<file path="config.mk">
export PLATFORM = sky130hd
export DESIGN_NAME = two_bit_port_edge_interrupt
export DESIGN_NICKNAME = d
export VERILOG_FILES = /design/src/design/two_bit_port_edge_interrupt.v
export VERILOG_INCLUDE_DIRS = /design/src /design/src/include
export SDC_FILE = /design/constraint.sdc
export NUM_CORES = 1
export LEC_CHECK = 0
export ABC_CLOCK_PERIOD_IN_PS = 2300
export CORE_UTILIZATION = 40
export DETAILED_ROUTE_END_ITERATION = 8
export DONT_BUFFER_PORTS = 1
export GPL_ROUTABILITY_DRIVEN = 0
export PLACE_DENSITY = 0.53
export RECOVER_POWER = 100
export SLEW_MARGIN = 20
export SYNTH_ARGS = -nofsm -noshare
export SYNTH_HDL_FRONTEND = slang
export SYNTH_SLANG_ARGS = --single-unit
</file>
<file path="constraint.sdc">
create_clock -name pclk -period 2.3 [get_ports pclk]
set_input_delay 0.46 -clock pclk [delete_from_list [all_inputs] [get_ports pclk]]
set_output_delay 0.46 -clock pclk [all_outputs]
set_load 0.03 [all_outputs]
</file>
<file path="src/include/port2_map.vh">
// Register indices, field positions and timing constants of the two-pin port
`ifndef PORT2_MAP_VH
`define PORT2_MAP_VH

// ---------------------------------------------------------------------------
// Register indices (byte address is four times the index)
// ---------------------------------------------------------------------------
`define PORT_OUTPUT_LATCH_IDX 16'hFE48
`define PORT_DIRECTION_IDX 16'hFE49
`define EDGE_CTRL_IDX 16'hFE4A
`define EDGE_PIN_SELECT_IDX 16'hFE4B
`define LATCH_OPERAND_IDX 16'hFE4C
`define IDX_WIDTH 16
`define ADDR_LOW_ZERO 2'h0

// ---------------------------------------------------------------------------
// Field positions
// ---------------------------------------------------------------------------
`define RISING_EDGE_ENABLE_BIT 3
`define FALLING_EDGE_ENABLE_BIT 2
`define EDGE_SOURCE_FLAG_BIT 1
`define EDGE_REQUEST_ENABLE_BIT 0
`define PIN_ROUTE_HI_BIT 3
`define PIN_ROUTE_LO_BIT 2
`define SIDE_FUNCTION_HI_BIT 1
`define SIDE_FUNCTION_LO_BIT 0

// ---------------------------------------------------------------------------
// Side function codes
// ---------------------------------------------------------------------------
`define SIDE_NONE 2'h0
`define SIDE_T1_COUNT 2'h1
`define SIDE_T0L_CAPTURE 2'h2
`define SIDE_T0H_CAPTURE 2'h3

// ---------------------------------------------------------------------------
// Reset values and fixed read values
// ---------------------------------------------------------------------------
`define PORT_BITS_RESET 2'h0
`define CTRL_RESET 4'h0
`define PORT_UNUSED_READ 6'h3F
`define WRITE_ZERO_BITS_READ 4'h0
`define INT_VECTOR 16'h0013

// ---------------------------------------------------------------------------
// Timing
// ---------------------------------------------------------------------------
`define T1_FREE_RUN_TCYC 2

`endif

</file>
<file path="src/design/two_bit_port_edge_interrupt.v">
// Two-pin bidirectional port with routable edge interrupt and APB registers
`include "port2_map.vh"

// How it works
// - Latch register read returns live pin levels
// - Read-modify-write operand uses stored latch bits
// - Pin input sampling always enabled
// - Direction bit one is output, zero input
// - Pull-up only when direction zero, latch one
// - Output zero drives low; one high or open
// - Rising and falling enables pick edge mode
// - Matching edge on selected pin sets flag
// - Flag and enable raise request, and wake in deep standby
// - Deep standby blocks edges toward entry level
// - Flag cleared only by software write
// - Pin route selects first or second pin
// - Side function routes edges to timers
// - Routed capture overrides other capture pins
// - Timer one low counts events or every two
// - Standby freezes pin drive and pull-up
// - Wake enters clock-running standby on oscillator
// - Output type fixed per bit by option
module two_bit_port_edge_interrupt #(
  parameter [1:0] OPEN_DRAIN = 2'h0
) (
  input wire pclk,
  input wire presetn,
  input wire psel,
  input wire penable,
  input wire pwrite,
  input wire [31:0] paddr,
  input wire [31:0] pwdata,
  output wire pready,
  output reg [31:0] prdata,
  output reg pslverr,
  input wire [1:0] pin_in,
  output reg [1:0] pin_out,
  output reg [1:0] pin_oe,
  output reg [1:0] pullup_en,
  input wire halt_mode,
  input wire hold_mode,
  input wire other_t0l_capture,
  input wire other_t0h_capture,
  output wire int_request,
  output wire [15:0] int_vector,
  output wire hold_release,
  output wire rc_halt_request,
  output reg t1_count,
  output reg t0l_capture,
  output reg t0h_capture
);

  // -------------------------------------------------------------------------
  // Registers
  // -------------------------------------------------------------------------
  reg [1:0] latch_reg;
  reg [1:0] direction_reg;
  reg [3:0] ctrl_reg;
  reg [3:0] select_reg;
  reg [1:0] sync1_reg;
  reg [1:0] sync2_reg;
  reg [1:0] prev_reg;
  reg [1:0] entry_level_reg;
  reg hold_prev_reg;
  reg t1_div_reg;
  reg [3:0] ctrl_next;
  reg [31:0] rdata_next;
  reg decode_hit;

  wire standby = halt_mode | hold_mode;
  wire setup = psel & ~penable;
  wire wr = psel & penable & pwrite;
  wire [`IDX_WIDTH-1:0] idx = paddr[`IDX_WIDTH+1:2];
  wire addr_ok = (paddr[1:0] == `ADDR_LOW_ZERO) &&
                 (paddr[31:`IDX_WIDTH+2] == {(30-`IDX_WIDTH){1'b0}});

  assign pready = 1'b1;

  // -------------------------------------------------------------------------
  // Pin synchroniser and edge detection
  // -------------------------------------------------------------------------
  always @(posedge pclk or negedge presetn) begin
    if (!presetn) begin
      sync1_reg <= `PORT_BITS_RESET;
      sync2_reg <= `PORT_BITS_RESET;
      prev_reg <= `PORT_BITS_RESET;
    end else begin
      // Sampling never gated by direction, so output pins read back too
      sync1_reg <= pin_in;
      sync2_reg <= sync1_reg;
      prev_reg <= sync2_reg;
    end
  end

  // Inhibited route codes select no pin at all
  wire route_ok = ~select_reg[`PIN_ROUTE_HI_BIT];
  wire route_pin = select_reg[`PIN_ROUTE_LO_BIT];
  wire cur_lvl = sync2_reg[route_pin];
  wire old_lvl = prev_reg[route_pin];
  wire entry_lvl = entry_level_reg[route_pin];

  // In deep standby an edge back toward the entry level cannot set the flag
  wire rise = route_ok & cur_lvl & ~old_lvl &
              ~(hold_mode & entry_lvl);
  wire fall = route_ok & ~cur_lvl & old_lvl &
              ~(hold_mode & ~entry_lvl);
  wire edge_hit = (rise & ctrl_reg[`RISING_EDGE_ENABLE_BIT]) |
                  (fall & ctrl_reg[`FALLING_EDGE_ENABLE_BIT]);

  always @(posedge pclk or negedge presetn) begin
    if (!presetn) begin
      hold_prev_reg <= 1'b0;
      entry_level_reg <= `PORT_BITS_RESET;
    end else begin
      hold_prev_reg <= hold_mode;
      if (hold_mode & ~hold_prev_reg) begin
        entry_level_reg <= sync2_reg;
      end
    end
  end

  // -------------------------------------------------------------------------
  // Register writes
  // -------------------------------------------------------------------------
  always @* begin
    ctrl_next = ctrl_reg;
    if (wr && addr_ok && idx == `EDGE_CTRL_IDX) begin
      ctrl_next = pwdata[3:0];
    end
    // A fresh edge beats a clear in the same cycle; no hardware clear
    if (edge_hit) begin
      ctrl_next[`EDGE_SOURCE_FLAG_BIT] = 1'b1;
    end
  end

  always @(posedge pclk or negedge presetn) begin
    if (!presetn) begin
      latch_reg <= `PORT_BITS_RESET;
      direction_reg <= `PORT_BITS_RESET;
      ctrl_reg <= `CTRL_RESET;
      select_reg <= `CTRL_RESET;
    end else begin
      ctrl_reg <= ctrl_next;
      if (wr && addr_ok) begin
        // Writes to either latch view land in the stored latch
        if (idx == `PORT_OUTPUT_LATCH_IDX || idx == `LATCH_OPERAND_IDX) begin
          latch_reg <= pwdata[1:0];
        end
        if (idx == `PORT_DIRECTION_IDX) begin
          direction_reg <= pwdata[1:0];
        end
        // Upper fixed bits are not stored and always read zero
        if (idx == `EDGE_PIN_SELECT_IDX) begin
          select_reg <= pwdata[3:0];
        end
      end
    end
  end

  // -------------------------------------------------------------------------
  // Read path, registered in the setup cycle so the access needs no wait
  // -------------------------------------------------------------------------
  always @* begin
    rdata_next = 32'h0000_0000;
    decode_hit = addr_ok;
    case (idx)
      `PORT_OUTPUT_LATCH_IDX: begin
        rdata_next[7:0] = {`PORT_UNUSED_READ, sync2_reg};
      end
      `LATCH_OPERAND_IDX: begin
        // Operand view for bit-set, clear, toggle and inc/dec sequences
        rdata_next[7:0] = {`PORT_UNUSED_READ, latch_reg};
      end
      `PORT_DIRECTION_IDX: begin
        rdata_next[7:0] = {`PORT_UNUSED_READ, direction_reg};
      end
      `EDGE_CTRL_IDX: begin
        rdata_next[7:0] = {`WRITE_ZERO_BITS_READ, ctrl_reg};
      end
      `EDGE_PIN_SELECT_IDX: begin
        rdata_next[7:0] = {`WRITE_ZERO_BITS_READ, select_reg};
      end
      default: begin
        decode_hit = 1'b0;
      end
    endcase
    if (!addr_ok) begin
      rdata_next = 32'h0000_0000;
    end
  end

  always @(posedge pclk or negedge presetn) begin
    if (!presetn) begin
      prdata <= 32'h0000_0000;
      pslverr <= 1'b0;
    end else if (setup) begin
      prdata <= rdata_next;
      pslverr <= ~decode_hit;
    end
  end

  // -------------------------------------------------------------------------
  // Pin drive, frozen while in either standby mode
  // -------------------------------------------------------------------------
  genvar g;
  generate
    for (g = 0; g < 2; g = g + 1) begin : pin_drive
      always @(posedge pclk or negedge presetn) begin
        if (!presetn) begin
          pin_out[g] <= 1'b0;
          pin_oe[g] <= 1'b0;
          pullup_en[g] <= 1'b0;
        end else if (!standby) begin
          pin_out[g] <= latch_reg[g];
          // Open-drain option releases the pin for a one
          pin_oe[g] <= direction_reg[g] &
                       ~(latch_reg[g] & OPEN_DRAIN[g]);
          pullup_en[g] <= ~direction_reg[g] & latch_reg[g];
        end
      end
    end
  endgenerate

  // -------------------------------------------------------------------------
  // Interrupt request, wake and timer side functions
  // -------------------------------------------------------------------------
  wire request = ctrl_reg[`EDGE_SOURCE_FLAG_BIT] &
                 ctrl_reg[`EDGE_REQUEST_ENABLE_BIT];
  assign int_request = request;
  assign int_vector = `INT_VECTOR;
  assign hold_release = request & hold_mode;
  // The clock controller then idles the CPU on the RC oscillator
  assign rc_halt_request = request & hold_mode;

  wire [1:0] side = {select_reg[`SIDE_FUNCTION_HI_BIT],
                     select_reg[`SIDE_FUNCTION_LO_BIT]};

  always @(posedge pclk or negedge presetn) begin
    if (!presetn) begin
      t1_div_reg <= 1'b0;
      t1_count <= 1'b0;
      t0l_capture <= 1'b0;
      t0h_capture <= 1'b0;
    end else begin
      // Free-running tick every two cycles unless edges are routed to timer one
      if (t1_div_reg == 1'b1) begin
        t1_div_reg <= 1'b0;
      end else begin
        t1_div_reg <= 1'b1;
      end
      if (side == `SIDE_T1_COUNT) begin
        t1_count <= edge_hit;
      end else begin
        t1_count <= t1_div_reg;
      end
      // Other capture pins are ignored while this source owns the capture
      if (side == `SIDE_T0L_CAPTURE) begin
        t0l_capture <= edge_hit;
      end else begin
        t0l_capture <= other_t0l_capture;
      end
      if (side == `SIDE_T0H_CAPTURE) begin
        t0h_capture <= edge_hit;
      end else begin
        t0h_capture <= other_t0h_capture;
      end
    end
  end

endmodule

</file>
# Word-level counts from Yosys, hierarchy flattened
# Index checks and enable logic that the tools add are counted.
[classes]
reduce_logical = 11
magnitude_cmp = 1
bitwise_logic = 31
n_eq_ne = 8
muxes = 15
[ops]
columns = ["cell", "n"]
rows = [
  ["16-bit == test (second input constant)", 5],
  ["8-bit one-hot mux with 5 select lines", 1],
  ["1-bit AND", 18],
  ["14-bit zero test", 1],
  ["1-bit 2-to-1 mux", 12],
  ["1-bit NOT", 11],
  ["8-bit 2-to-1 mux", 1],
  ["2-bit AND reduction", 3],
  ["5-bit OR reduction", 1],
  ["2-bit == test (second input constant)", 2],
  ["1-bit logical AND", 3],
  ["2-bit by 1-bit == test with 1-bit output (second input constant)", 1],
  ["2-bit zero test", 1],
  ["1-bit by 2-bit < comparator with 1-bit output (second input constant)", 1],
  ["2-bit 2-to-1 mux", 1],
  ["1-bit OR", 2],
  ["2-bit nonzero test", 1],
  ["1-bit logical OR", 1],
]
[totals]
inputBits = 75
regBits = 64
out_inout_bits = 62

# Logic depth before layout (Yosys ltp)
# Gate-level depths: netlist (run 1).
[logic_depth]
depth_word = 9
depth_mapped = 5
mapped_depth_nobuf = 4

# Worst setup path after synthesis (run 1)
# OpenSTA, ideal clock, no wires.
[synth_path]
path_kind = "in2reg"
from = "input paddr[26]"
to = "register direction_reg[0]"
setup_ps = 125
path_stages = 4
arrival_time_ps = 1720
setup_slack_ps = 456
path_cell_list = "nor4_2 > nand4_2 > nor4b_2 > mux2_2"
[synth_between]
elab_chain_cells = 4
[synth_lines]
columns = ["element", "line", "source"]
rows = [
  ["from (decl)", "two_bit_port_edge_interrupt.v:31", "input wire [31:0] paddr,"],
  ["14-bit zero test", "two_bit_port_edge_interrupt.v:75", "(paddr[31:`IDX_WIDTH+2] == {(30-`IDX_WIDTH){1'b0}});"],
  ["1-bit logical AND", "two_bit_port_edge_interrupt.v:74", "wire addr_ok = (paddr[1:0] == `ADDR_LOW_ZERO) &&"],
  ["1-bit logical AND", "two_bit_port_edge_interrupt.v:144", "if (wr && addr_ok) begin"],
  ["2-bit AND reduction (no line)", "n/a", ""],
  ["to (signal assigned)", "two_bit_port_edge_interrupt.v:139", "direction_reg <= `PORT_BITS_RESET;"],
  ["to (signal assigned)", "two_bit_port_edge_interrupt.v:150", "direction_reg <= pwdata[1:0];"],
  ["to (decl)", "two_bit_port_edge_interrupt.v:57", "reg [1:0] direction_reg;"],
]
# Every way passes these cells.
# A chain may end at the register's enable or synchronous reset.

# Worst setup path after layout (run 1)
[layout_path]
from = "input paddr[1]"
to = "register select_reg[3]"
[layout_between]
elab_chain_cells = 4
[layout_lines]
columns = ["element", "line", "source"]
rows = [
  ["2-bit zero test (no line)", "n/a", ""],
  ["1-bit logical AND", "two_bit_port_edge_interrupt.v:74", ""],
  ["1-bit logical AND", "two_bit_port_edge_interrupt.v:144", ""],
  ["2-bit AND reduction (no line)", "n/a", ""],
  ["to (signal assigned)", "two_bit_port_edge_interrupt.v:141", "select_reg <= `CTRL_RESET;"],
  ["to (signal assigned)", "two_bit_port_edge_interrupt.v:154", "select_reg <= pwdata[3:0];"],
  ["to (decl)", "two_bit_port_edge_interrupt.v:59", "reg [3:0] select_reg;"],
]
# Every way passes these cells.

==> impl_metrics.xml, run 1 <==
<?xml version="1.0" encoding="UTF-8"?>
<metrics>
  <group name="pwr">
    <metric name="clockPowerShare" unit="">0.409</metric>
    <metric name="switching_power_of_the_nets" unit="uW">343</metric>
    <metric name="pwr_density_cell" unit="mW/mm^2">667</metric>
    <metric name="netSwitchingFraction" unit="">0.247</metric>
    <metric name="post-layout-total-power" unit="mW">1.39</metric>
    <metric name="pwr-share-seq" unit="">0.487</metric>
    <metric name="power.leakage" unit="nW">0.951</metric>
    <metric name="intPower" unit="mW">1.04</metric>
    <metric name="ir_worst_vdd" unit="uV">330</metric>
    <metric name="power_frac_comb" unit="">0.105</metric>
  </group>
  <group name="synthesis">
    <metric name="synth-warning-count" unit="">0</metric>
    <metric name="synth_enable_flop_cells" unit="">0</metric>
    <metric name="synth_compound_gate_area_share" unit="">0.0772</metric>
    <metric name="muxShareOfSynthArea" unit="">0.133</metric>
    <metric name="yosys.area_share.simple" unit="">0.167</metric>
    <metric name="post-synth-top-count-cell" unit="">buf_4</metric>
    <metric name="synth-xor-area-share" unit="">0.00831</metric>
    <metric name="synthArstFlopShare" unit="">1.00</metric>
    <metric name="fraction_of_the_mapped_netlist_area_in_adder_cells" unit="">0</metric>
    <metric name="ys_types" unit="">42</metric>
    <metric name="post_synth_instance_area" unit="sq mm">0.00211</metric>
    <metric name="synth.top_cells.by_count" unit="">buf_4, dfrtp_1, mux2_2</metric>
    <metric name="largest_family_of_logic_cells_by_synthesized_area" unit="">buffers and inverters</metric>
    <metric name="synth_cells" unit="">187</metric>
    <metric name="synth_top_area_cell" unit="">dfrtp_1</metric>
    <metric name="synth-seq-cells" unit="">37</metric>
    <metric name="synthesis.area_per_instance" unit="sq um">11.3</metric>
    <metric name="synth-main-ff-cell" unit="">dfrtp_1</metric>
    <metric name="yosysSeqAreaShare" unit="">0.439</metric>
    <metric name="yosys-top-cells-area" unit="">dfrtp_1, buf_4, mux2_2, nor4_2, o21ai_0</metric>
    <metric name="synth_largest_type_area_fraction" unit="">0.439</metric>
  </group>
  <group name="critical_path">
    <metric name="timing.critical_path.arrival" unit="ns">2.10</metric>
    <metric name="timing.setup.critical_path_class" unit="">in2reg</metric>
    <metric name="cp_cell_sequence" unit="">nor4_2, nand4_1, nor3_1, mux2_2</metric>
    <metric name="path_max_fanout" unit="">8</metric>
    <metric name="critPathMaxStageDelay" unit="ns">0.64</metric>
    <metric name="crit_end_element" unit="">flop</metric>
    <metric name="cp-start-kind" unit="">primary input</metric>
    <metric name="critPathBufInv" unit="">0</metric>
    <metric name="cpLargestDelayFamily" unit="">simple AND/OR/NAND/NOR gates</metric>
    <metric name="critPathSlowestCell" unit="">nor3_1</metric>
    <metric name="worstPathRequired" unit="ns">2.46</metric>
  </group>
  <group name="drt">
    <metric name="drtIter0Drc" unit="">50</metric>
    <metric name="totalWireLength" unit="mm">3.75</metric>
    <metric name="drc_errors_left" unit="">0</metric>
    <metric name="detail-route-antenna-nets" unit="">0</metric>
    <metric name="wl_per_cell" unit="um">14.5</metric>
    <metric name="router_iterations_before_antenna_repair" unit="">4</metric>
    <metric name="dr_total_vias" unit="">1271</metric>
    <metric name="vias_per_cell" unit="">4.93</metric>
  </group>
  <group name="finish">
    <metric name="final_non_filler_cells" unit="">258</metric>
    <metric name="num_antenna_cells" unit="">0</metric>
    <metric name="syn2layout_area_growth" unit="%">-1.31</metric>
    <metric name="final_area" unit="sq mm">0.00208</metric>
    <metric name="fin_nets" unit="">262</metric>
    <metric name="largest_register_ffs" unit="">5</metric>
    <metric name="fill_cells" unit="">508</metric>
    <metric name="drive_gt1_frac" unit="">0.160</metric>
  </group>
  <group name="die">
    <metric name="die_h" unit="um">74.6</metric>
    <metric name="dieWidth" unit="um">74.6</metric>
    <metric name="die_area" unit="sq mm">0.00556</metric>
    <metric name="core_area" unit="sq mm">0.00507</metric>
    <metric name="rows" unit="">26</metric>
    <metric name="initial_core_util" unit="">0.415</metric>
    <metric name="floorplan.io_pins" unit="">137</metric>
  </group>
  <group name="timing">
    <metric name="timing.final.setup_violations" unit="">0</metric>
    <metric name="post-route-period-util" unit="">0.844</metric>
    <metric name="final_period_minus_worst_setup_slack" unit="ns">1.94</metric>
    <metric name="rsz0062_at_grt" unit="">false</metric>
    <metric name="max_slew_margin" unit="">-0.122</metric>
    <metric name="skew" unit="ns">0.00519</metric>
    <metric name="tightest_slew" unit="ns">1.68</metric>
    <metric name="hold-worst-slack" unit="ns">0.202</metric>
    <metric name="fmax" unit="GHz">0.515</metric>
    <metric name="tns" unit="ns">0</metric>
    <metric name="final_hold_viol_count" unit="">0</metric>
    <metric name="final-max-slew-violation-count" unit="">38</metric>
  </group>
  <group name="clock_tree">
    <metric name="cts_inserted_buffers" unit="">5</metric>
    <metric name="tritoncts_clock_tree" unit="">done</metric>
    <metric name="worstSkewPairLatency" unit="ns">0.28</metric>
    <metric name="htree_num_levels" unit="">2</metric>
    <metric name="clk_root_buffer_cell" unit="">clkbuf_8</metric>
    <metric name="clk_path_buf_depth" unit="">2</metric>
    <metric name="cts_sinks" unit="">37</metric>
    <metric name="clkSlewWorstSetupHoldPaths" unit="ns">0.07</metric>
    <metric name="cts.repair.resized" unit="">0</metric>
  </group>
  <group name="grt">
    <metric name="number_of_antenna_violations_at_the_first_check_in_global_routing" unit="">0</metric>
    <metric name="grt_start_max_net_pins" unit="">38</metric>
    <metric name="global_route.overflow_total" unit="">0</metric>
    <metric name="first_global_vias" unit="">1266</metric>
    <metric name="grt_pass1_wl" unit="mm">6.31</metric>
    <metric name="globalRouteTotalUtil" unit="">0.154</metric>
  </group>
  <group name="placement">
    <metric name="dp_hpwl" unit="mm">2.92</metric>
    <metric name="postPlaceCellArea" unit="sq mm">0.00200</metric>
    <metric name="io_buffer_count" unit="">0</metric>
    <metric name="numPlacedInstances" unit="">249</metric>
  </group>
  <group name="outcome">
    <metric name="failing_checks" unit="">max-capacitance violations, max-slew violations</metric>
    <metric name="result_of_the_run" unit="">finished with violations</metric>
  </group>
  <group name="hold_path">
    <metric name="hold_path.class" unit="">in2reg</metric>
  </group>
  <group name="run">
    <metric name="cap_violations" unit="">1</metric>
  </group>
</metrics>
[power by group through the flow]
| stage | clock [mW] | sequential (mW) | combinational, mW |
|---|---|---|---|
| 2_1_floorplan | 0 | 0.686 | 0.187 |
| 3_3_place_gp | 0 | 0.687 | 0.132 |
| 3_5_place_dp | 0 | 0.688 | 0.133 |
| 4_1_cts | 0.584 | 0.675 | 0.150 |
| 5_1_grt | 0.618 | 0.677 | 0.162 |
| 6_report | 0.567 | 0.675 | 0.145 |
[cells by family after synthesis]
group | Yosys count
xor gates and xnor gates | 2
buffers and inverters | 51
DFF | 37
and+or+nand+nor | 47
other | 2
AOI/OAI and AO/OA | 23
muxes | 25
[timing repair]
action,CTS,global route
hold buffers,1,0
endpoints found under the hold margin,37,0
buffers inserted,0,0
[stage by stage]
step | setup slack [ns] | util
final | 0.360 | 0.410
after global routing | 0.176 | 0.410
after CTS | 0.434 | 0.421
after detailed placement | 0.285 | 0.394
after global placement | 0.312 | 0.394
after floorplan | 0.456 | -
[worst reg2reg max path, cell delays in order (launching register included)]
cell and delay, ns:
dfrtp_1 0.45, mux2_1 0.36, or3b_1 0.37, a221oi_2 0.44
mux2_1 0.20
[final timing paths]
kind | from | end | slack [ns] | cells after the start
worst min register to register | sync1_reg[0] | sync2_reg[0] | 0.35 | 0
worst min-delay path | pin_in[1] | sync1_reg[1] | 0.20 | 0
min in group asynchronous | presetn | sync2_reg[1] | 0.79 | 1
worst max register to register | select_reg[2] | t0l_capture | 0.42 | 4
max in group asynchronous | presetn | t0l_capture | 0.53 | 1
worst max-delay path | paddr[1] | select_reg[3] | 0.36 | 4
[layout make-up]
class / instances / area (sq um) / area share
Clock buffer: 7 / 86.3 / 0.0415
Sequential cell: 37 / 926 / 0.445
Multi-Input combinational cell: 138 / 923 / 0.444
Inverter: 3 / 11.3 / 0.00542
Clock inverter: 1 / 30.0 / 0.0144
Timing Repair Buffer: 2 / 15.0 / 0.00722
Tap cell: 70 / 87.6 / 0.0421
[routing by layer]
layer,global-route usage,up-vias,part of all wire,routed length [um]
met5,0,-,0,0
met1,0.184,618,0.42,1590
met3,0.0474,6,0.081,304
met2,0.260,72,0.48,1790
met4,0.0587,0,0.018,66
li1,-,575,-,-
[cell usage in the layout, fill, tap and decap left out, types with 2 or more instances in the layout]
| cell type | netlist | layout |
|---|---|---|
| nand2b_1 | 3 | 3 |
| nor4_2 | 4 | 3 |
| nand4_1 | 1 | 2 |
| mux2i_1 | 4 | 4 |
| nand3_1 | 3 | 3 |
| nand2_1 | 7 | 7 |
| o21ai_0 | 10 | 10 |
| mux2_2 | 18 | 17 |
| dfrtp_1 | 37 | 37 |
| nor2b_1 | 3 | 3 |
| conb_1 | 2 | 41 |
| a32o_1 | 2 | 2 |
| clkbuf_8 | 0 | 6 |
| inv_1 | 3 | 3 |
| a21oi_1 | 2 | 2 |
| nand3b_1 | 4 | 4 |
| xor2_1 | 2 | 2 |
| nor2_1 | 4 | 4 |
| and3_1 | 2 | 2 |
| mux2_1 | 2 | 4 |
| a22o_1 | 2 | 2 |
| nor4b_1 | 0 | 2 |
| nor3_1 | 1 | 4 |
Note: power is estimated with default switching activity, not from simulation.
==> run 2, diff against run 1 <==
Settings changed: ABC_CLOCK_PERIOD_IN_PS 2300 to 1660, PLACE_DENSITY 0.53 to 0.55.
Clock period 2.3 ns to 1.66 ns, I/O delays scaled along.
==> run 2 against run 1 <==
  * The run ends with negative setup slack left
  * Global-route usage decreased by 0.20 points
  * Die area is the same
  * Setup slack lost 0.41 ns
  * Non-clock buffer count grew 11
  * Highest routed layer unchanged
==> impl_metrics.xml, run 2 (synthesis gave the netlist of run 1 again) <==
<?xml version="1.0" encoding="UTF-8"?>
<metrics>
  <group name="clock_tree">
    <metric name="clk_root_buffer_cell" unit="">clkbuf_8</metric>
    <metric name="cts_sinks" unit="">37</metric>
    <metric name="worstSkewPairLatency" unit="ns">0.29</metric>
    <metric name="clkSlewWorstSetupHoldPaths" unit="ns">0.07</metric>
    <metric name="clk_path_buf_depth" unit="">2</metric>
    <metric name="cts.repair.resized" unit="">0</metric>
    <metric name="htree_num_levels" unit="">2</metric>
    <metric name="cts_inserted_buffers" unit="">5</metric>
    <metric name="tritoncts_clock_tree" unit="">done</metric>
  </group>
  <group name="critical_path">
    <metric name="timing.critical_path.arrival" unit="ns">1.94</metric>
    <metric name="timing.rr.end" unit="">t1_count</metric>
    <metric name="timing.critical_path.from" unit="">select_reg[2]</metric>
    <metric name="cp-start-kind" unit="">flop</metric>
    <metric name="cp_cell_sequence" unit="">mux2_4, or3b_1, a221oi_2, buf_4, a31o_1</metric>
    <metric name="critical_path.reg2reg.startpoint" unit="">select_reg[2]</metric>
    <metric name="critPathSlowestCell" unit="">dfrtp_1</metric>
    <metric name="crit_end_element" unit="">flop</metric>
    <metric name="path_max_fanout" unit="">4</metric>
    <metric name="critPathMaxStageDelay" unit="ns">0.40</metric>
    <metric name="ff2ff_setup_slack" unit="ns">-0.05</metric>
    <metric name="timing.setup.critical_path_class" unit="">reg2reg</metric>
    <metric name="reg2reg_depth" unit="">5</metric>
    <metric name="worstPathRequired" unit="ns">1.89</metric>
  </group>
  <group name="grt">
    <metric name="first_global_vias" unit="">1240</metric>
    <metric name="grt_pass1_wl" unit="mm">6.18</metric>
    <metric name="number_of_antenna_violations_at_the_first_check_in_global_routing" unit="">0</metric>
    <metric name="grt_start_max_net_pins" unit="">38</metric>
    <metric name="global_route.overflow_total" unit="">0</metric>
    <metric name="globalRouteTotalUtil" unit="">0.152</metric>
  </group>
  <group name="timing">
    <metric name="tightest_slew" unit="ns">0.914</metric>
    <metric name="final-max-slew-violation-count" unit="">0</metric>
    <metric name="max_slew_margin" unit="">0.391</metric>
    <metric name="final_hold_viol_count" unit="">0</metric>
    <metric name="rsz0062_at_grt" unit="">true</metric>
    <metric name="timing.final.setup_violations" unit="">4</metric>
    <metric name="hold-worst-slack" unit="ns">0.0646</metric>
    <metric name="fmax" unit="GHz">0.585</metric>
    <metric name="final_period_minus_worst_setup_slack" unit="ns">1.71</metric>
    <metric name="final.setup.worst_slack" unit="ns">-0.0499</metric>
    <metric name="post-route-period-util" unit="">1.03</metric>
    <metric name="skew" unit="ns">0.00789</metric>
  </group>
  <group name="drt">
    <metric name="drc_errors_left" unit="">0</metric>
    <metric name="totalWireLength" unit="mm">3.91</metric>
    <metric name="vias_per_cell" unit="">4.83</metric>
    <metric name="detail-route-antenna-nets" unit="">0</metric>
    <metric name="wl_per_cell" unit="um">14.5</metric>
    <metric name="drtIter0Drc" unit="">45</metric>
    <metric name="dr_total_vias" unit="">1298</metric>
    <metric name="router_iterations_before_antenna_repair" unit="">4</metric>
  </group>
  <group name="outcome">
    <metric name="failing_checks" unit="">negative setup slack</metric>
    <metric name="result_of_the_run" unit="">finished with violations</metric>
  </group>
  <group name="pwr">
    <metric name="switching_power_of_the_nets" unit="uW">497</metric>
    <metric name="pwr_density_cell" unit="mW/mm^2">807</metric>
    <metric name="power.leakage" unit="nW">0.987</metric>
    <metric name="intPower" unit="mW">1.25</metric>
    <metric name="ir_worst_vdd" unit="uV">500</metric>
    <metric name="clockPowerShare" unit="">0.347</metric>
    <metric name="pwr-share-seq" unit="">0.533</metric>
    <metric name="netSwitchingFraction" unit="">0.284</metric>
    <metric name="power_frac_comb" unit="">0.120</metric>
  </group>
  <group name="hold_path">
    <metric name="worst_hold_path.num_cells" unit="">0</metric>
    <metric name="hold-path-endpoint" unit="">sync1_reg[0]</metric>
    <metric name="hold_path.class" unit="">in2reg</metric>
    <metric name="worstHoldStart" unit="">pin_in[0]</metric>
  </group>
  <group name="finish">
    <metric name="final_common_cell" unit="">conb_1</metric>
    <metric name="layout.cells.most_common_list" unit="">conb_1, dfrtp_1, mux2_2</metric>
    <metric name="fin_nets" unit="">273</metric>
    <metric name="num_antenna_cells" unit="">0</metric>
    <metric name="final_area" unit="sq mm">0.00217</metric>
    <metric name="largest_register_ffs" unit="">5</metric>
    <metric name="drive_gt1_frac" unit="">0.226</metric>
    <metric name="syn2layout_area_growth" unit="%">2.85</metric>
  </group>
  <group name="placement">
    <metric name="postPlaceCellArea" unit="sq mm">0.00211</metric>
    <metric name="dp_hpwl" unit="mm">2.95</metric>
    <metric name="io_buffer_count" unit="">0</metric>
  </group>
  <group name="die">
    <metric name="die_h" unit="um">74.6</metric>
    <metric name="core_area" unit="sq mm">0.00507</metric>
    <metric name="dieWidth" unit="um">74.6</metric>
    <metric name="floorplan.io_pins" unit="">137</metric>
    <metric name="die_area" unit="sq mm">0.00556</metric>
    <metric name="rows" unit="">26</metric>
    <metric name="initial_core_util" unit="">0.415</metric>
  </group>
  <group name="run">
    <metric name="cap_violations" unit="">0</metric>
  </group>
</metrics>
-- run 2: changes by cell type in the layout (fill, tap and decap cells not counted), moves of 3 or more --
cell / previous run / this run
nor4_2: 3 / 0
nor3_1: 4 / 1
nor3_2: 0 / 3
nor4_4: 0 / 3
clkbuf_2: 1 / 4
buf_4: 0 / 5
clkbuf_1: 1 / 4
-- run 2: repair_timing --
item,in CTS,in global routing
setup buffers,1,0
hold buffers,2,0
pin swaps,3,1
endpoints found under the setup margin,4,4
endpoints found under the hold margin,37,0
-- run 2: power by group through the flow --
stage	sequential, mW	clock, mW	combinational [mW]
after global routing	0.934	0.669	0.233
after CTS	0.932	0.633	0.220
after global placement	0.950	0	0.193
final	0.932	0.607	0.210
after floorplan	0.950	0	0.263
after detailed placement	0.950	0	0.194
-- run 2: layout make-up --
| class | instances | area, sq um |
|---|---|---|
| multi-input cells | 138 | 981 |
| clock inverters | 2 | 10.0 |
| well taps | 70 | 87.6 |
| inverters | 3 | 11.3 |
| flip-flops and latches | 37 | 926 |
| fillers | 520 | 2910 |
| repair buffers | 13 | 78.8 |
| clock buffers | 6 | 72.6 |
-- run 2: per-layer routing --
metal,part of all wire,up-vias,wire (um),global-route usage
met3,0.073,7,286,0.0623
li1,-,597,-,-
met5,0,-,0,0
met4,0.013,0,51,0.0545
met2,0.49,55,1910,0.241
met1,0.42,639,1650,0.187
-- run 2: metrics by stage --
stage | power, mW | worst slack (ns) | TNS [ns] | std cells | util
5_1_grt | 1.84 | -0.148 | -0.933 | 269 | 0.427
4_1_cts | 1.79 | -0.0441 | -0.103 | 269 | 0.440
6_report | 1.75 | -0.0499 | -0.119 | 269 | 0.427
3_5_place_dp | 1.14 | -0.0806 | -0.666 | 258 | 0.416
3_3_place_gp | 1.14 | -0.0520 | -0.398 | 258 | 0.416
2_1_floorplan | 1.21 | 0.00185 | 0 | 226 | -
-- run 2: worst max path at each step --
stage / end / slack (ns) / depth (start not counted)
5_1_grt: t1_count / -0.15 / 5
4_1_cts: t1_count / -0.04 / 5
3_3_place_gp: latch_reg[1] / -0.05 / 4
3_5_place_dp: latch_reg[0] / -0.08 / 4
2_1_floorplan: latch_reg[0] / 0.002 / 4
6_report: t1_count / -0.05 / 5
-- run 2: critical path: cells and delay by family, from the launching register on --
family                 cells  cell delay, ns
AOI/OAI and AO/OA          2            0.40
buffers and inverters      1            0.17
DFF                        1            0.40
muxes                      1            0.31
and+or+nand+nor            1            0.38
==> run 3, diff against run 2 <==
Settings changed: REMOVE_ABC_BUFFERS from default to 1.
==> run 3 against run 2 <==
  * The flow still finishes with violations (negative setup slack)
  * Core utilization increased by 0.89 points
  * Clock power rose by 32%
  * Setup slack worse by 0.0096 ns
  * Die area did not move
  * Critical path type unchanged
==> impl_metrics.xml, run 3 (synthesis gave the netlist of run 1 again) <==
<?xml version="1.0" encoding="UTF-8"?>
<metrics>
  <group name="die">
    <metric name="floorplan.io_pins" unit="">137</metric>
    <metric name="core_area" unit="sq mm">0.00507</metric>
    <metric name="rows" unit="">26</metric>
    <metric name="initial_core_util" unit="">0.415</metric>
    <metric name="dieWidth" unit="um">74.6</metric>
    <metric name="die_h" unit="um">74.6</metric>
    <metric name="die_area" unit="sq mm">0.00556</metric>
  </group>
  <group name="placement">
    <metric name="dp_hpwl" unit="mm">2.86</metric>
    <metric name="io_buffer_count" unit="">0</metric>
    <metric name="numPlacedInstances" unit="">261</metric>
  </group>
  <group name="timing">
    <metric name="hold-worst-slack" unit="ns">0.0637</metric>
    <metric name="max_slew_margin" unit="">0.413</metric>
    <metric name="tns" unit="ns">-0.173</metric>
    <metric name="final_period_minus_worst_setup_slack" unit="ns">1.72</metric>
    <metric name="tightest_slew" unit="ns">0.880</metric>
    <metric name="timing.final.setup_violations" unit="">4</metric>
    <metric name="final_hold_viol_count" unit="">0</metric>
    <metric name="rsz0062_at_grt" unit="">true</metric>
    <metric name="final-max-slew-violation-count" unit="">0</metric>
    <metric name="skew" unit="ns">0.00647</metric>
    <metric name="post-route-period-util" unit="">1.04</metric>
    <metric name="final.setup.worst_slack" unit="ns">-0.0595</metric>
    <metric name="fmax" unit="GHz">0.582</metric>
  </group>
  <group name="grt">
    <metric name="gr-usage-met3" unit="">0.0488</metric>
    <metric name="global_route.overflow_total" unit="">0</metric>
    <metric name="use_met2" unit="">0.251</metric>
    <metric name="grt_pass1_wl" unit="mm">6.17</metric>
    <metric name="grt_start_max_net_pins" unit="">38</metric>
    <metric name="number_of_antenna_violations_at_the_first_check_in_global_routing" unit="">0</metric>
    <metric name="busiest_layer" unit="">met2</metric>
    <metric name="first_global_vias" unit="">1267</metric>
    <metric name="global_route_met1_utilization" unit="">0.178</metric>
    <metric name="globalRouteTotalUtil" unit="">0.153</metric>
  </group>
  <group name="finish">
    <metric name="final_core_util" unit="">0.436</metric>
    <metric name="layout.cells.most_common_list" unit="">conb_1, dfrtp_1, mux2_2</metric>
    <metric name="final_common_cell" unit="">conb_1</metric>
    <metric name="fin_nets" unit="">276</metric>
    <metric name="num_antenna_cells" unit="">0</metric>
    <metric name="drive_gt1_frac" unit="">0.243</metric>
    <metric name="syn2layout_area_growth" unit="%">4.99</metric>
    <metric name="final_non_filler_cells" unit="">272</metric>
    <metric name="largest_register_ffs" unit="">5</metric>
  </group>
  <group name="clock_tree">
    <metric name="cts_sinks" unit="">37</metric>
    <metric name="worstSkewPairLatency" unit="ns">0.29</metric>
    <metric name="tritoncts_clock_tree" unit="">done</metric>
    <metric name="clk_root_buffer_cell" unit="">clkbuf_8</metric>
    <metric name="clkSlewWorstSetupHoldPaths" unit="ns">0.07</metric>
    <metric name="htree_num_levels" unit="">2</metric>
    <metric name="cts_inserted_buffers" unit="">5</metric>
    <metric name="clk_path_buf_depth" unit="">2</metric>
  </group>
  <group name="drt">
    <metric name="drtIter0Drc" unit="">67</metric>
    <metric name="router_iterations_before_antenna_repair" unit="">4</metric>
    <metric name="vias_per_cell" unit="">4.73</metric>
    <metric name="wl_per_cell" unit="um">13.8</metric>
    <metric name="drc_errors_left" unit="">0</metric>
    <metric name="detail-route-antenna-nets" unit="">0</metric>
    <metric name="dr_total_vias" unit="">1287</metric>
    <metric name="totalWireLength" unit="mm">3.75</metric>
  </group>
  <group name="pwr">
    <metric name="post-layout-total-power" unit="mW">1.94</metric>
    <metric name="power.leakage" unit="nW">1.04</metric>
    <metric name="pwr_density_cell" unit="mW/mm^2">879</metric>
    <metric name="ir_worst_vdd" unit="uV">501</metric>
  </group>
  <group name="critical_path">
    <metric name="cp-start-kind" unit="">flop</metric>
    <metric name="timing.critical_path.arrival" unit="ns">1.95</metric>
    <metric name="timing.setup.critical_path_class" unit="">reg2reg</metric>
    <metric name="path_max_fanout" unit="">4</metric>
    <metric name="crit_end_element" unit="">flop</metric>
    <metric name="reg2reg_depth" unit="">5</metric>
    <metric name="timing.critical_path.from" unit="">select_reg[2]</metric>
    <metric name="critical_path.reg2reg.startpoint" unit="">select_reg[2]</metric>
    <metric name="worstPathRequired" unit="ns">1.89</metric>
  </group>
  <group name="hold_path">
    <metric name="worst_hold_path.num_cells" unit="">0</metric>
    <metric name="hold_path.class" unit="">in2reg</metric>
    <metric name="worstHoldStart" unit="">pin_in[1]</metric>
  </group>
  <group name="outcome">
    <metric name="failing_checks" unit="">negative setup slack</metric>
    <metric name="result_of_the_run" unit="">finished with violations</metric>
  </group>
  <group name="run">
    <metric name="cap_violations" unit="">0</metric>
  </group>
</metrics>
[run 3: changes by cell type in the layout (fill, tap and decap cells not counted), moves of 2 or more]
| cell | previous run | this run |
|---|---|---|
| buf_4 | 5 | 8 |
| nor4_2 | 0 | 3 |
| nor4_4 | 3 | 0 |
| clkinv_2 | 2 | 0 |
[run 3: path summary, 6_finish.rpt]
check | to | slack [ns]
setup / recovery | t1_count | -0.06
hold / removal | sync1_reg[1] | 0.06
setup reg to reg | t1_count | -0.06
hold reg to reg | sync2_reg[0] | 0.35
max in group asynchronous | pin_out[0] | 0.41
min in group asynchronous | prdata[6] | 0.69
[run 3: critical path, cell delays in order, from the launching register on]
cell and delay (ns):
dfrtp_1 0.42, mux2_4 0.32, or3b_4 0.39, a221oi_2 0.24
buf_4 0.17, a31o_1 0.13
[run 3: metrics by stage]
step	setup slack (ns)	instance area [sq um]
global route	-0.121	2210
detailed placement	-0.193	2090
global placement	-0.146	2090
floorplan	-0.0564	1900
finish	-0.0595	2210
CTS	-0.0550	2240
[run 3: area by class of cell]
type | count | area, sq um
Clock buffer | 6 | 82.6
Multi-Input combinational cell | 138 | 967
Clock inverter | 2 | 37.5
Inverter | 3 | 11.3
Timing Repair Buffer | 16 | 100
Sequential cell | 37 | 926
Tap cell | 70 | 87.6
Fill cell | 505 | 2860
[run 3: per-layer routing]
metal  share of wire  routed length [um]
met1            0.41                1540
met2            0.49                1840
met3           0.080                 301
met4           0.019                  70
met5               0                   0
[run 3: power by group]
group	switching [mW]	total, mW	internal (mW)
registers	0.0127	0.932	0.919
logic	0.168	0.211	0.0426
clock network	0.314	0.802	0.488
[run 3: repair_timing]
| item | 4_1_cts | 5_1_grt |
|---|---|---|
| pin swaps | 3 | 0 |
| endpoints found under the setup margin | 4 | 5 |
| setup buffers | 0 | 1 |
| hold buffers | 2 | 0 |
| endpoints found under the hold margin | 37 | 0 |
| gates resized for setup | 0 | 2 |
